===== config.mk =====
export PLATFORM = sky130hd
export DESIGN_NAME = fpfmt_unit
export DESIGN_NICKNAME = d
export VERILOG_FILES = /design/src/verilog/fpfmt_unpack.v /design/src/verilog/fpfmt_unit.v
export VERILOG_INCLUDE_DIRS = /design/src /design/src/shared
export SDC_FILE = /design/constraint.sdc
export NUM_CORES = 1
export LEC_CHECK = 0
export ABC_AREA = 1
export BUFFER_PORTS_ARGS = -buffer_cell sky130_fd_sc_hd__buf_4
export CORE_UTILIZATION = 30
export CTS_BUF_LIST = sky130_fd_sc_hd__clkbuf_8 sky130_fd_sc_hd__clkbuf_16
export CTS_CLUSTER_DIAMETER = 100
export DETAILED_ROUTE_END_ITERATION = 8
export GPL_TIMING_DRIVEN = 0
export HOLD_SLACK_MARGIN = 0.05
export PLACE_DENSITY = 0.55
export SYNTH_ARGS = -nofsm -noshare
export SYNTH_HDL_FRONTEND = slang
export SYNTH_HIERARCHICAL = 1
export SYNTH_SLANG_ARGS = --single-unit
export TNS_END_PERCENT = 1

===== constraint.sdc =====
create_clock -name clock -period 4.8 [get_ports clock]
set_input_delay 0 -clock clock [delete_from_list [all_inputs] [get_ports clock]]
set_output_delay 0 -clock clock [all_outputs]
set_load 0.005 [all_outputs]

===== src/shared/fpfmt_consts.vh =====
// constants for the floating-point operand format unit
`ifndef FPFMT_CONSTS_VH
`define FPFMT_CONSTS_VH

// operation codes on op_code
`define FPFMT_OP_UNPACK 2'h0
`define FPFMT_OP_PACK 2'h1
`define FPFMT_OP_I2F 2'h2
`define FPFMT_OP_F2I 2'h3

// packed 64-bit operand layout, first memory word in bits 63:48
`define FPFMT_SIGN_BIT 63
`define FPFMT_EXP_MSB 62
`define FPFMT_EXP_LSB 55
`define FPFMT_FRAC_MSB 54
`define FPFMT_SFRAC_LSB 32
`define FPFMT_DFRAC_LSB 0

// significand with hidden bit: 56 bits, hidden one at bit 55
`define FPFMT_HIDDEN_BIT 55
`define FPFMT_SINGLE_SIG_LSB 32

// exponent bias (200 octal) and true exponent limits, 10-bit two's complement
`define FPFMT_EXP_BIAS 10'h080
`define FPFMT_EXP_MAX 10'h07F
`define FPFMT_EXP_MIN 10'h381

// significand width as shift base, and integer magnitude limits
`define FPFMT_SIG_WIDTH 7'h38
`define FPFMT_LONG_BITS 10'h020
`define FPFMT_LONG_LIMIT 56'h00000080000000
`define FPFMT_SHORT_LIMIT 56'h00000000008000

// reset value of the result_word register
`define FPFMT_RESET_WORD 64'h0000000000000000

`endif


===== src/verilog/fpfmt_unpack.v =====
// combinational unpack of a packed floating operand
`timescale 1ns/10ps
`default_nettype none
`include "fpfmt_consts.vh"

module fpfmt_unpack (
  input wire [63:0] operand,
  input wire double_mode,
  output wire sign,
  output wire [9:0] true_exp,
  output wire [55:0] significand,
  output wire is_zero,
  output wire is_dirty,
  output wire is_undefined
);

  wire [7:0] biased; // stored exponent field
  wire [54:0] frac; // stored fraction, single mode low part masked

  // one means negative
  assign sign = operand[`FPFMT_SIGN_BIT];
  assign biased = operand[`FPFMT_EXP_MSB:`FPFMT_EXP_LSB];
  // single mode keeps 23 fraction bits, double mode 55
  assign frac = double_mode ? operand[`FPFMT_FRAC_MSB:`FPFMT_DFRAC_LSB] :
    {operand[`FPFMT_FRAC_MSB:`FPFMT_SFRAC_LSB], 32'h00000000};
  // biased exponent zero is floating zero, whatever the fraction
  assign is_zero = (biased == 8'h00);
  assign is_dirty = is_zero && (frac != 55'h0);
  assign is_undefined = is_zero && sign;
  // remove the bias
  assign true_exp = {2'h0, biased} - `FPFMT_EXP_BIAS;
  // reinsert the hidden one; zero operands become an exact zero
  assign significand = is_zero ? 56'h0 : {1'b1, frac};

endmodule
`default_nettype wire


===== src/verilog/fpfmt_unit.v =====
// floating operand format unit: unpack, pack and integer conversion
`timescale 1ns/10ps
`default_nettype none
`include "fpfmt_consts.vh"

module fpfmt_unit (
  input wire clock,
  input wire nrst,
  input wire enable,
  input wire start,
  input wire [1:0] op_code,
  input wire double_mode,
  input wire long_mode,
  input wire check_undefined,
  input wire undefined_operand_interrupt_enable,
  input wire overflow_interrupt_enable,
  input wire underflow_interrupt_enable,
  input wire [63:0] operand,
  input wire pack_sign,
  input wire [9:0] pack_exp,
  input wire [55:0] pack_significand,
  input wire [31:0] int_operand,
  output reg done,
  output reg [63:0] result_word,
  output reg result_sign,
  output reg [9:0] result_exp,
  output reg [55:0] result_significand,
  output reg [31:0] result_integer,
  output reg flag_zero,
  output reg flag_dirty_zero,
  output reg flag_undefined,
  output reg flag_overflow,
  output reg flag_underflow,
  output reg flag_convert_fail,
  output reg undefined_trap,
  output reg overflow_trap,
  output reg underflow_trap
);

  ////////////////////////////////////////////////////////////////////////////
  // functions

  // position of the leading one of a 32-bit magnitude
  // the last set bit found wins, so the highest one is reported
  // a zero magnitude reports position zero; the caller relies on the zero significand that follows
  function [4:0] fpfmt_lead;
    input [31:0] value;
    integer i;
    begin
      fpfmt_lead = 5'h00;
      for (i = 0; i < 32; i = i + 1) begin
        if (value[i]) begin
          fpfmt_lead = i[4:0];
        end
      end
    end
  endfunction

  // pack sign, true exponent and significand: {overflow, underflow, word}
  // the range test works on the true exponent, before the biased field wraps
  // an exact zero significand wins over both exponent flags
  function [65:0] fpfmt_pack;
    input sgn;
    input [9:0] texp;
    input [55:0] sig;
    input dbl;
    input ovf_ie;
    input unf_ie;
    reg [9:0] biased;
    reg ovf;
    reg unf;
    reg [63:0] word;
    begin
      biased = texp + `FPFMT_EXP_BIAS;
      // signed range check on the true exponent
      ovf = !texp[9] && (texp > `FPFMT_EXP_MAX);
      unf = texp[9] && (texp < `FPFMT_EXP_MIN);
      // drop the hidden bit; single mode clears the second half
      if (dbl) begin
        word = {sgn, biased[7:0], sig[`FPFMT_HIDDEN_BIT-1:0]};
      end else begin
        word = {sgn, biased[7:0], sig[`FPFMT_HIDDEN_BIT-1:`FPFMT_SINGLE_SIG_LSB],
          32'h00000000};
      end
      if (sig == 56'h0) begin
        // exact zero: every bit clear, no exception
        word = `FPFMT_RESET_WORD;
        ovf = 1'b0;
        unf = 1'b0;
      end else if ((ovf && !ovf_ie) || (unf && !unf_ie)) begin
        // disabled exception never leaves a minus zero behind
        word = `FPFMT_RESET_WORD;
      end
      fpfmt_pack = {ovf, unf, word};
    end
  endfunction

  ////////////////////////////////////////////////////////////////////////////
  // operand unpack

  // one unpacker serves both the unpack and the float-to-integer paths
  wire up_sign; // sign of the memory operand
  wire [9:0] up_exp; // true exponent of the memory operand
  wire [55:0] up_sig; // significand with hidden bit
  wire up_zero; // biased exponent zero
  wire up_dirty; // zero with fraction bits set
  wire up_undef; // minus zero

  fpfmt_unpack u_unpack (
    .operand(operand),
    .double_mode(double_mode),
    .sign(up_sign),
    .true_exp(up_exp),
    .significand(up_sig),
    .is_zero(up_zero),
    .is_dirty(up_dirty),
    .is_undefined(up_undef)
  );

  ////////////////////////////////////////////////////////////////////////////
  // integer to floating

  reg [31:0] i2f_value; // integer, short form sign-extended
  reg [31:0] i2f_mag; // magnitude of the integer
  reg [4:0] i2f_lead; // leading one position
  reg [55:0] i2f_sig; // normalised significand
  reg [9:0] i2f_exp; // true exponent
  reg [65:0] i2f_packed; // packed result with flags

  // normalise the two's complement integer, low bits chopped in single mode
  // the shift puts the leading one on the hidden bit position
  // a 32-bit integer never leaves the exponent range, so no flags arise
  always @* begin
    i2f_value = long_mode ? int_operand :
      {{16{int_operand[15]}}, int_operand[15:0]};
    i2f_mag = i2f_value[31] ? (32'h00000000 - i2f_value) : i2f_value;
    i2f_lead = fpfmt_lead(i2f_mag);
    i2f_sig = {i2f_mag, 24'h000000} << (5'h1F - i2f_lead);
    i2f_exp = {5'h00, i2f_lead} + 10'h001;
    i2f_packed = fpfmt_pack(i2f_value[31], i2f_exp, i2f_sig, double_mode,
      overflow_interrupt_enable, underflow_interrupt_enable);
  end

  ////////////////////////////////////////////////////////////////////////////
  // floating to integer

  reg [6:0] f2i_shift; // right shift that leaves the integer part
  reg [55:0] f2i_mag; // integer magnitude
  reg [55:0] f2i_limit; // largest magnitude, reached only when negative
  reg f2i_fail; // conversion failure
  reg [31:0] f2i_value; // two's complement integer

  // chop the fraction and check the range of the chosen integer size
  // only a negative value may reach the limit magnitude
  // exponents above 32 fail before the shift, so the shift stays in range
  always @* begin
    f2i_shift = 7'h00;
    f2i_mag = 56'h0;
    f2i_fail = 1'b0;
    f2i_limit = long_mode ? `FPFMT_LONG_LIMIT : `FPFMT_SHORT_LIMIT;
    if (up_zero || up_exp[9] || (up_exp == 10'h000)) begin
      // zero, dirty zero or pure fraction gives zero
      f2i_mag = 56'h0;
    end else if (up_exp > `FPFMT_LONG_BITS) begin
      // too large for any integer size
      f2i_fail = 1'b1;
    end else begin
      f2i_shift = `FPFMT_SIG_WIDTH - up_exp[6:0];
      f2i_mag = up_sig >> f2i_shift;
      f2i_fail = (f2i_mag > f2i_limit) || ((f2i_mag == f2i_limit) && !up_sign);
    end
    if (f2i_fail) begin
      // failed conversion delivers zero
      f2i_value = 32'h00000000;
    end else if (up_sign) begin
      f2i_value = 32'h00000000 - f2i_mag[31:0];
    end else begin
      f2i_value = f2i_mag[31:0];
    end
  end

  ////////////////////////////////////////////////////////////////////////////
  // direct pack of the arithmetic result

  // the same pack function serves the integer conversion
  wire [65:0] pk_packed; // packed arithmetic result with flags

  assign pk_packed = fpfmt_pack(pack_sign, pack_exp, pack_significand, double_mode,
    overflow_interrupt_enable, underflow_interrupt_enable);

  // minus zero fetched for a checked operation with the enable set
  // dirty zeros with a clear sign never trap
  wire undef_hit; // trap request before execution

  assign undef_hit = up_undef && check_undefined && undefined_operand_interrupt_enable;

  ////////////////////////////////////////////////////////////////////////////
  // result registers

  // one-cycle operation, results held until the next start
  // reset wins over the clock enable; enable low freezes every register
  // done falls on the next enabled edge without a start
  always @(posedge clock) begin
    if (!nrst) begin
      done <= 1'b0;
      result_word <= `FPFMT_RESET_WORD;
      result_sign <= 1'b0;
      result_exp <= 10'h000;
      result_significand <= 56'h0;
      result_integer <= 32'h00000000;
      flag_zero <= 1'b0;
      flag_dirty_zero <= 1'b0;
      flag_undefined <= 1'b0;
      flag_overflow <= 1'b0;
      flag_underflow <= 1'b0;
      flag_convert_fail <= 1'b0;
      undefined_trap <= 1'b0;
      overflow_trap <= 1'b0;
      underflow_trap <= 1'b0;
    end else if (enable) begin
      done <= start;
      if (start) begin
        // clear all flags, then set those of this operation
        flag_zero <= 1'b0;
        flag_dirty_zero <= 1'b0;
        flag_undefined <= 1'b0;
        flag_overflow <= 1'b0;
        flag_underflow <= 1'b0;
        flag_convert_fail <= 1'b0;
        undefined_trap <= 1'b0;
        overflow_trap <= 1'b0;
        underflow_trap <= 1'b0;
        case (op_code)
          `FPFMT_OP_UNPACK: begin
            // memory operand to sign, exponent, significand
            result_word <= operand;
            result_sign <= up_sign;
            result_exp <= up_exp;
            result_significand <= up_sig;
            result_integer <= 32'h00000000;
            flag_zero <= up_zero;
            flag_dirty_zero <= up_dirty;
            flag_undefined <= up_undef;
            undefined_trap <= undef_hit;
          end
          `FPFMT_OP_PACK: begin
            // arithmetic result to memory form
            result_word <= pk_packed[63:0];
            result_sign <= pack_sign;
            result_exp <= pack_exp;
            result_significand <= pack_significand;
            result_integer <= 32'h00000000;
            flag_zero <= (pk_packed[63:0] == `FPFMT_RESET_WORD);
            flag_overflow <= pk_packed[65];
            flag_underflow <= pk_packed[64];
            overflow_trap <= pk_packed[65] && overflow_interrupt_enable;
            underflow_trap <= pk_packed[64] && underflow_interrupt_enable;
          end
          `FPFMT_OP_I2F: begin
            // integer to packed floating value
            result_word <= i2f_packed[63:0];
            result_sign <= i2f_value[31];
            result_exp <= i2f_exp;
            result_significand <= i2f_sig;
            result_integer <= i2f_value;
            flag_zero <= (i2f_mag == 32'h00000000);
          end
          default: begin
            // packed floating value to integer
            result_word <= operand;
            result_sign <= up_sign;
            result_exp <= up_exp;
            result_significand <= up_sig;
            result_integer <= f2i_value;
            flag_zero <= (f2i_value == 32'h00000000);
            flag_dirty_zero <= up_dirty;
            flag_undefined <= up_undef;
            flag_convert_fail <= f2i_fail;
            undefined_trap <= undef_hit;
          end
        endcase
      end
    end
  end

endmodule
`default_nettype wire


-- Word-level counts from Yosys, hierarchy flattened
Cells that the tools add are included.
- add/sub/neg operators: 8
- magnitude comparators: 6
- equality and inequality tests: 3
- shifts and indexed selects: 2
- muxes and demuxes: 64
- reduce and logical (&&, ||, !) cells: 38
- operators by type and width (cell ; number):
    $mux 32 ; 10
    $mux 64 ; 4
    $mux 5 ; 30
    $pmux 64 s2 ; 1
    $logic_not 56->1 ; 2
    $pmux 56 s2 ; 1
    $logic_not 32->1 ; 2
    $logic_not 64->1 ; 1
    $pmux 32 s2 ; 1
    $sub 1x32->32 const A ; 2
    $eq 56x32->1 ; 1
    $gt 56x32->1 ; 1
    $mux 56 ; 1
    $shl 56x5->56 ; 1
    $shr 56x7->56 ; 1
    $reduce_bool 55->1 ; 1
    $pmux 10 s2 ; 1
    $logic_and 1x1->1 ; 14
    $mux 1 ; 13
    $gt 10x6->1 const B ; 1
    $gt 10x7->1 const B ; 1
    $logic_not 10->1 ; 1
    $lt 10x10->1 const B ; 1
    $lt 6x10->1 const B ; 1
    other kinds (20) ; 28
- bits in registers: 173

-- Longest topological paths before layout
Gate-level depths: netlist (run 1).
- depth in word-level cells: 42
- gate-level depth with buffers: 47
- depth with buffers taken out: 45

-- Cells and area by module
Netlist (run 1), hierarchy kept.
- modules (own cells, without submodules) (module ; instances ; cells an instance ; area an instance (µm²)):
    fpfmt_unit ; 1 ; 2747 ; 16263.1
    fpfmt_unpack ; 1 ; 191 ; 809.5

-- Worst setup path after synthesis (run 1)
No wires, ideal clock.
- path kind: in2reg
- start: input operand[55]
- end: register result_integer[20]
- library setup time: 0.070 ns
- arrival: 3.887 ns
- data required time: 4.730 ns
- setup slack: 0.843 ns
- stages on the path: 27
- cells stage by stage: buf_4 > inv_2 > buf_2 > buf_2 > ha_1 > inv_2 > buf_1 > mux2i_1 > o21ai_0 > o21ai_0 > nand2_1 > o21ai_0 > o22ai_1 > nand2_1 > ha_1 > inv_1 > nor2_1 > nand2_1 > nor2_2 > nand3_1 > nor2_1 > nand4_1 > o21ai_0 > xor2_1 > or2_2 > or2_1 > a21oi_1
- cells in the longest elaborated chain, start to end: 10
- elaborated cells on any way between the ends: 21
- classes of those cells: 3 x add/sub; 2 x order compare; 1 x eq/ne; 1 x shift; 8 x mux; 6 x reduce/logical
- RTL lines (element ; RTL line ; text):
    start: declaration ; fpfmt_unit.v:18 ; input wire [63:0] operand,
    branches (longest 8 deep; another with $gt 56x32->1) ; -- ;
    $mux 32 (*) ; fpfmt_unit.v:172 ; if (f2i_fail) begin
    $pmux 32 s2 (*) ; fpfmt_unit.v:233 ; case (op_code)
    end signal: assignment ; fpfmt_unit.v:265 ; result_integer <= i2f_value;
    end signal: assignment ; fpfmt_unit.v:274 ; result_integer <= f2i_value;
    end: declaration ; fpfmt_unit.v:28 ; output reg [31:0] result_integer,
Mark *: on every way between the ends.
A chain may end at the register's enable or synchronous reset.

-- Final worst setup path (run 1)
- start: input operand[60]
- end: register flag_zero
- cells in the longest elaborated chain, start to end: 11
- elaborated cells on any way between the ends: 22
- classes of those cells: 3 x add/sub; 2 x order compare; 1 x eq/ne; 1 x shift; 8 x mux; 7 x reduce/logical
- RTL lines (element ; RTL line ; text):
    $logic_not 8->1 (*) ; fpfmt_unpack.v:27 ; assign is_zero = (biased == 8'h00);
    $mux 56 (*) ; fpfmt_unpack.v:33 ; assign significand = is_zero ? 56'h0 : {1'b1, frac};
    via up_sig[55] ; fpfmt_unit.v:104 ; wire [55:0] up_sig;
    $shr 56x7->56 (*) ; fpfmt_unit.v:169 ; f2i_mag = up_sig >> f2i_shift;
    branches (longest 5 deep; another with $gt 56x32->1) ; -- ;
    $mux 32 (*) ; fpfmt_unit.v:172 ;
    $logic_not 32->1 (*) ; fpfmt_unit.v:275 ; flag_zero <= (f2i_value == 32'h00000000);
    $pmux 1 s3 (*) ; fpfmt_unit.v:233 ;
    end signal: assignment ; fpfmt_unit.v:241 ; flag_zero <= up_zero;
    end signal: assignment ; fpfmt_unit.v:253 ; flag_zero <= (pk_packed[63:0] == `FPFMT_RESET_WORD);
    end signal: assignment ; fpfmt_unit.v:275 ;
    end: declaration ; fpfmt_unit.v:29 ; output reg flag_zero,
Mark *: on every way through the listed nets, which the timed path passes.

==> flow_metrics.env, run 1 <==
export IMPL_crit_arrival_ns=5.00
export IMPL_p_int_w=0.00323
export IMPL_min_period_ns=4.58
export IMPL_p_leak_nw=10.9
export IMPL_powerDensity_nw_per_um2=251
export IMPL_fin_area_um2=23400
export IMPL_setup_violations=0
export IMPL_hold_path_endpoint="result_significand[20]"
export IMPL_slew_headroom_pct=13.8
export IMPL_sw_frac_of_total_pct=45.2
export IMPL_grt_use_total_pct=33.2
export IMPL_hold_start="pack_significand[20]"
export IMPL_r2r_start="result_exp[1]"
export IMPL_cts_tree="built"
export IMPL_die_w_um=241
export IMPL_area_growth_pct=37.2
export IMPL_gp_congestion=1.04
export IMPL_drc=0
export IMPL_grt_max_degree=19
export IMPL_io_buffers=345
export IMPL_root_buffer="clkbuf_16"
export IMPL_die_area_um2=57900
export IMPL_synth_nets=3124
export IMPL_first_iter_violations=2583
export IMPL_synth_edf_count=0
export IMPL_antenna_found_initial=5
export IMPL_grt_pass1_vias=21968
export IMPL_htree_levels=4
export IMPL_initial_core_util_pct=30.3
export IMPL_setup_ws_ns=0.221
export IMPL_critPathKind="input port to register"
export IMPL_clk_pin_slew_ns=0.07
export IMPL_rr_endpoint="result_exp[1]"
export IMPL_worstPathRequired_ns=5.22
export IMPL_grt_overflow_total=0
export IMPL_final_cell_mix="693 x nand2_1, 386 x buf_4, 308 x nand3_1"
export IMPL_worst_pin_slew_ns=1.28
export IMPL_clockBufferDepth=2
export IMPL_worstHoldPathType="input port to register"
export IMPL_wl_per_cell_um=23.3
export IMPL_power_frac_seq_pct=27.0
export IMPL_ys_types=62
export IMPL_cpMaxStageDelayCell="or2_2"
export IMPL_async_reset_ff_share_pct=0
export IMPL_synthFlopType="dfxtp_1"
export IMPL_cp_start_kind="input port"
export IMPL_timing_final_crit_share_pct=95.4
export IMPL_reg2reg_depth=3
export IMPL_clock_sinks=173
export IMPL_die_h_um=241
export IMPL_skew_ns=0
export IMPL_ys_ff_latch=173
export IMPL_row_count=87
export IMPL_grt_setup_unrepaired="yes"
export IMPL_clock_power_share_pct=25.1
export IMPL_synth_avg_cell_area_um2=5.81
export IMPL_final_common_cell="nand2_1"
export IMPL_cp_end_kind="register"
export IMPL_max_freq_ghz=0.218
export IMPL_ys_seq_area_share_pct=20.3
export IMPL_status="completed"
export IMPL_reg2reg_slack_ns=3.44
export IMPL_dp_hpwl_um=81100
export IMPL_max_cap_viol_count=0
export IMPL_hold_violations=0
export IMPL_vdd_drop_max_mv=0.310
export IMPL_setup_tns_ns=0
export IMPL_place_ws_ns=-0.900
export IMPL_dr_pass1_iters=7
export IMPL_critical_path_startpoint="operand[60]"
export IMPL_ys_warn_count=6
export IMPL_vias=24106
export IMPL_drive_gt1_share_pct=17.7
export IMPL_fp_coreArea_um2=56300
export IMPL_cpMostUsedCell="nor2_1"
export IMPL_dpl_cell_area_um2=20600
export IMPL_nNetsFinal=3680
export IMPL_cts_buffers=17
export IMPL_drtAntennaViolNets=0
export IMPL_synthCells=2938
export IMPL_critPathMaxFanout=10
export IMPL_grt_pass1_wl_um=141000
export IMPL_via_per_inst=5.65
export IMPL_p_sw_w=0.00266
export IMPL_wirelength_um=99500
export IMPL_netlist_area_um2=17100
export IMPL_clkLatencyLatePin_ns=0.49
export IMPL_cpPeakStageDelay_ns=0.30
export IMPL_hold_depth=5
export IMPL_power_frac_comb_pct=47.8
export IMPL_drv_slew=0
export IMPL_io_pins=348
==> worst max path at each step <==
stage	endpoint	slack, ns	cells past startpoint
6_report	flag_zero	0.22	34
5_1_grt	flag_zero	-0.1	32
4_1_cts	flag_zero	0.02	35
3_5_place_dp	flag_zero	-0.90	34
3_3_place_gp	flag_zero	-0.92	32
2_1_floorplan	result_integer[20]	0.84	27
==> per-layer routing <==
metal | vias to the layer above | GRT usage [%] | wire (um)
met3 | 313 | 5.92 | 9580
met5 | - | 0 | 39
met2 | 1441 | 51.8 | 43400
li1 | 11056 | - | -
met4 | 6 | 15.1 | 5000
met1 | 11290 | 44.2 | 41500
==> Yosys cell counts (30+ instances only) <==
cell type,number,area share [%]
nand2_1,696,15
nand3_1,310,9.1
o21ai_0,283,8.3
inv_1,267,5.9
nor2_1,243,5.3
a21oi_1,218,6.4
dfxtp_1,173,20
clkbuf_1,119,2.6
buf_2,54,1.6
nand4_1,49,1.8
o211ai_1,49,2.2
mux2i_1,38,2.2
nor3_1,36,1.1
a221oi_1,31,1.6
o21ai_1,30,0.88
xor2_1,30,1.5
==> metrics by stage <==
step	hold slack (ns)	power [W]	std cells	util, %
3_3_place_gp	0.275	0.00413	4039	36.6
3_5_place_dp	0.283	0.00412	4039	36.6
6_report	0.0851	0.00589	4265	41.6
5_1_grt	0.0969	0.00614	4264	41.6
4_1_cts	0.0602	0.00571	4253	41.0
2_1_floorplan	0.159	0.00309	2938	-
==> area by class of cell <==
class	count	area [um^2]
Timing Repair Buffer	537	4480
Multi-Input combinational cell	2253	11700
Buffer	216	1090
Tap cell	756	946
Sequential cell	173	3460
Antenna cell	2	5.00
Inverter	296	1110
Clock buffer	17	425
Clock inverter	15	174
Fill cell	6209	32900
==> repair_timing <==
action | in CTS | in global routing
hold buffers | 178 | 0
buffers inserted | 4 | 10
gates resized for setup | 21 | 98
endpoints found under the setup margin | 3 | 47
pin swaps | 2 | 7
hold endpoints to repair | 143 | 0
==> power by group through the flow <==
stage	clock, W	sequential, W	combinational (W)
2_1_floorplan	0	0.00159	0.00150
3_3_place_gp	0	0.00162	0.00251
3_5_place_dp	0	0.00162	0.00250
4_1_cts	0.00148	0.00159	0.00264
5_1_grt	0.00154	0.00159	0.00301
6_report	0.00148	0.00159	0.00282
==> flip-flops by register name, indices dropped and copies added, names as in the netlist, 10 cells and up <==
register            flops
result_significand     56
result_word            64
result_exp             10
result_integer         32
==> kinds of logic (layout without fill, tap and decap cells) <==
| kind of cell | after synthesis | count (layout) | synth area share (%) |
|---|---|---|---|
| AO/OA/AOI/OAI | 728 | 728 | 24.6 |
| XOR/XNOR | 46 | 46 | 2.54 |
| adder cells (fa/ha/maj) | 11 | 11 | 0.806 |
| buffers and inverters | 512 | 1081 | 12.5 |
| flip-flops | 173 | 173 | 20.3 |
| multiplexers | 38 | 38 | 2.23 |
| other | 0 | 2 | 0 |
| AND/OR/NAND/NOR | 1430 | 1430 | 37.1 |
==> worst max-delay path: cells and delay by family <==
| family | cells | cell delay, ns |
|---|---|---|
| adder cells (fa/ha/maj) | 1 | 0.16 |
| AO/OA/AOI/OAI | 8 | 1.27 |
| XOR/XNOR | 1 | 0.27 |
| AND/OR/NAND/NOR | 19 | 2.71 |
| buffers and inverters | 5 | 0.54 |
No activity file was read; power rests on OpenSTA's default activity.
==> run 2, diff against run 1 <==
==> constraint.sdc (replaced) <==
create_clock -name clock -period 4.8 [get_ports clock]
set_input_delay 0.24 -clock clock [delete_from_list [all_inputs] [get_ports clock]]
set_output_delay 0.24 -clock clock [all_outputs]
set_load 0.005 [all_outputs]
==> run 2 against run 1 <==
Compared with the run above:
- wire length shrank 2.1%
- core utilization fell by 2.8 points
- critical path depth shrank 1
- first-iteration DRC count grew 6.5%
- hold slack lost 0.015 ns
- highest routed layer unchanged
- count of clock-buffer cells in the layout stayed put
- sequential power about the same
- cell area fell by 6.7%
- non-clock buffer count decreased by 160
- largest cell class unchanged
- fmax grew 0.82%
==> flow_metrics.env, run 2 (synthesis gave the netlist of run 1 again) <==
export IMPL_die_h_um=241
export IMPL_fill_cells=6351
export IMPL_final_cell_mix="692 x nand2_1, 397 x buf_4, 309 x nand3_1"
export IMPL_first_iter_violations=2751
export IMPL_nNetsFinal=3520
export IMPL_htree_levels=4
export IMPL_clock_sinks=173
export IMPL_drtAntennaViolNets=0
export IMPL_row_count=87
export IMPL_die_w_um=241
export IMPL_critPathKind="input port to register"
export IMPL_cts_buffers=17
export IMPL_p_leak_nw=10.2
export IMPL_cts_tree="built"
export IMPL_grt_pass1_wl_um=138000
export IMPL_worstPathRequired_ns=5.22
export IMPL_reg2reg_depth=3
export IMPL_placedCellCount=4039
export IMPL_cpMostUsedCell="nor2_1"
export IMPL_dp_hpwl_um=81100
export IMPL_powerDensity_nw_per_um2=264
export IMPL_clkLatencyLatePin_ns=0.49
export IMPL_area_growth_pct=28.0
export IMPL_antenna_found_initial=4
export IMPL_cp_start_kind="input port"
export IMPL_io_buffers=345
export IMPL_hold_depth=3
export IMPL_wl_per_cell_um=23.7
export IMPL_setup_violations=0
export IMPL_p_total_w=0.00578
export IMPL_cp_end_kind="register"
export IMPL_max_freq_ghz=0.220
export IMPL_die_area_um2=57900
export IMPL_cp_depth=33
export IMPL_max_cap_viol_count=0
export IMPL_gp_congestion=1.04
export IMPL_grt_use_total_pct=32.5
export IMPL_critPathMaxFanout=10
export IMPL_dr_pass1_iters=6
export IMPL_worst_pin_slew_ns=0.977
export IMPL_clockBufferDepth=2
export IMPL_final_common_cell="nand2_1"
export IMPL_grt_pass1_vias=21190
export IMPL_wirelength_um=97400
export IMPL_clk_pin_slew_ns=0.09
export IMPL_status="completed"
export IMPL_drive_gt1_share_pct=19.1
export IMPL_grt_overflow_total=0
export IMPL_path_delay_family="simple AND/OR/NAND/NOR gates"
export IMPL_drc=0
export IMPL_drv_slew=0
export IMPL_reg_largest_list="result_word: 64 flops, result_significand: 56 flops, result_integer: 32 flops"
export IMPL_grt_max_degree=19
export IMPL_min_period_ns=4.54
export IMPL_crit_arrival_ns=4.96
export IMPL_via_per_inst=5.65
export IMPL_slew_headroom_pct=34.8
export IMPL_largest_reg_flops=64
export IMPL_top_register="result_word"
export IMPL_hold_violations=0
export IMPL_vias=23194
export IMPL_worstHoldPathType="input port to register"
export IMPL_critical_path_buf_inv_count=6
export IMPL_fp_coreArea_um2=56300
export IMPL_cpPeakStageDelay_ns=0.31
export IMPL_initial_core_util_pct=30.3
export IMPL_skew_ns=0
export IMPL_vdd_drop_max_mv=0.306
export IMPL_stdcell_count=4104
export IMPL_cpMaxStageDelayCell="o21ai_0"
export IMPL_io_pins=348
export IMPL_timing_final_crit_share_pct=94.6
export IMPL_root_buffer="clkbuf_16"
run 2: stage by stage:
stage / utilization [%] / cell area, um^2 / setup TNS [ns] / hold slack, ns / setup WS, ns
5_1_grt: 38.8 / 21900 / -0.0397 / 0.0609 / -0.0397
2_1_floorplan: - / 17100 / 0 / 0.399 / 0.603
3_5_place_dp: 36.6 / 20600 / -19.97 / 0.463 / -1.14
3_3_place_gp: 36.6 / 20600 / -20.89 / 0.455 / -1.16
6_report: 38.8 / 21900 / 0 / 0.0699 / 0.258
4_1_cts: 38.2 / 21500 / 0 / 0.0501 / 0.00156
run 2: layer usage:
layer | up-vias | share of wire [%] | global-route usage, %
met5 | - | 0.032 | 0
met2 | 1346 | 44 | 50.7
met4 | 6 | 4.6 | 14.1
met1 | 10835 | 42 | 43.6
met3 | 261 | 9.3 | 6.00
li1 | 10746 | - | -
run 2: cell type report:
class | instances | area [um^2] | area share, %
buffer | 216 | 1100 | 5.01
clock inverter | 15 | 174 | 0.796
clock buffer | 17 | 425 | 1.95
tap | 756 | 946 | 4.33
antenna | 1 | 2.50 | 0.0114
timing repair buffer | 377 | 2860 | 13.1
sequential | 173 | 3460 | 15.8
inverter | 296 | 1110 | 5.10
multi-input combinational | 2253 | 11800 | 53.9
run 2: path summary, 6_finish.rpt:
check | startpoint | to | slack (ns)
min reg2reg | flag_underflow | flag_underflow | 0.47
min | operand[4] | result_word[4] | 0.07
max reg2reg | result_word[30] | result_word[30] | 3.92
max | operand[60] | flag_zero | 0.26
run 2: repair_timing:
action,in CTS,in global routing
hold endpoints to repair,12,0
pin swaps,5,11
gates resized for setup,45,102
hold buffers,13,0
setup endpoints to repair,27,33
setup buffers,10,9
run 2: worst reg2reg max path: cells and delay by family, from the launching register on:
family             cells  cell delay [ns]
and+or+nand+nor        2             0.22
AOI/OAI and AO/OA      1             0.14
DFF                    1             0.47
run 2: power breakdown:
| part | switching (W) | total [W] | internal [W] | leakage, nW |
|---|---|---|---|---|
| clock | 0.000742 | 0.00148 | 0.000742 | 0.284 |
| combinational | 0.00182 | 0.00270 | 0.000883 | 8.51 |
| sequential | 0.0000748 | 0.00159 | 0.00152 | 1.42 |
| total | 0.00264 | 0.00578 | 0.00314 | 10.2 |
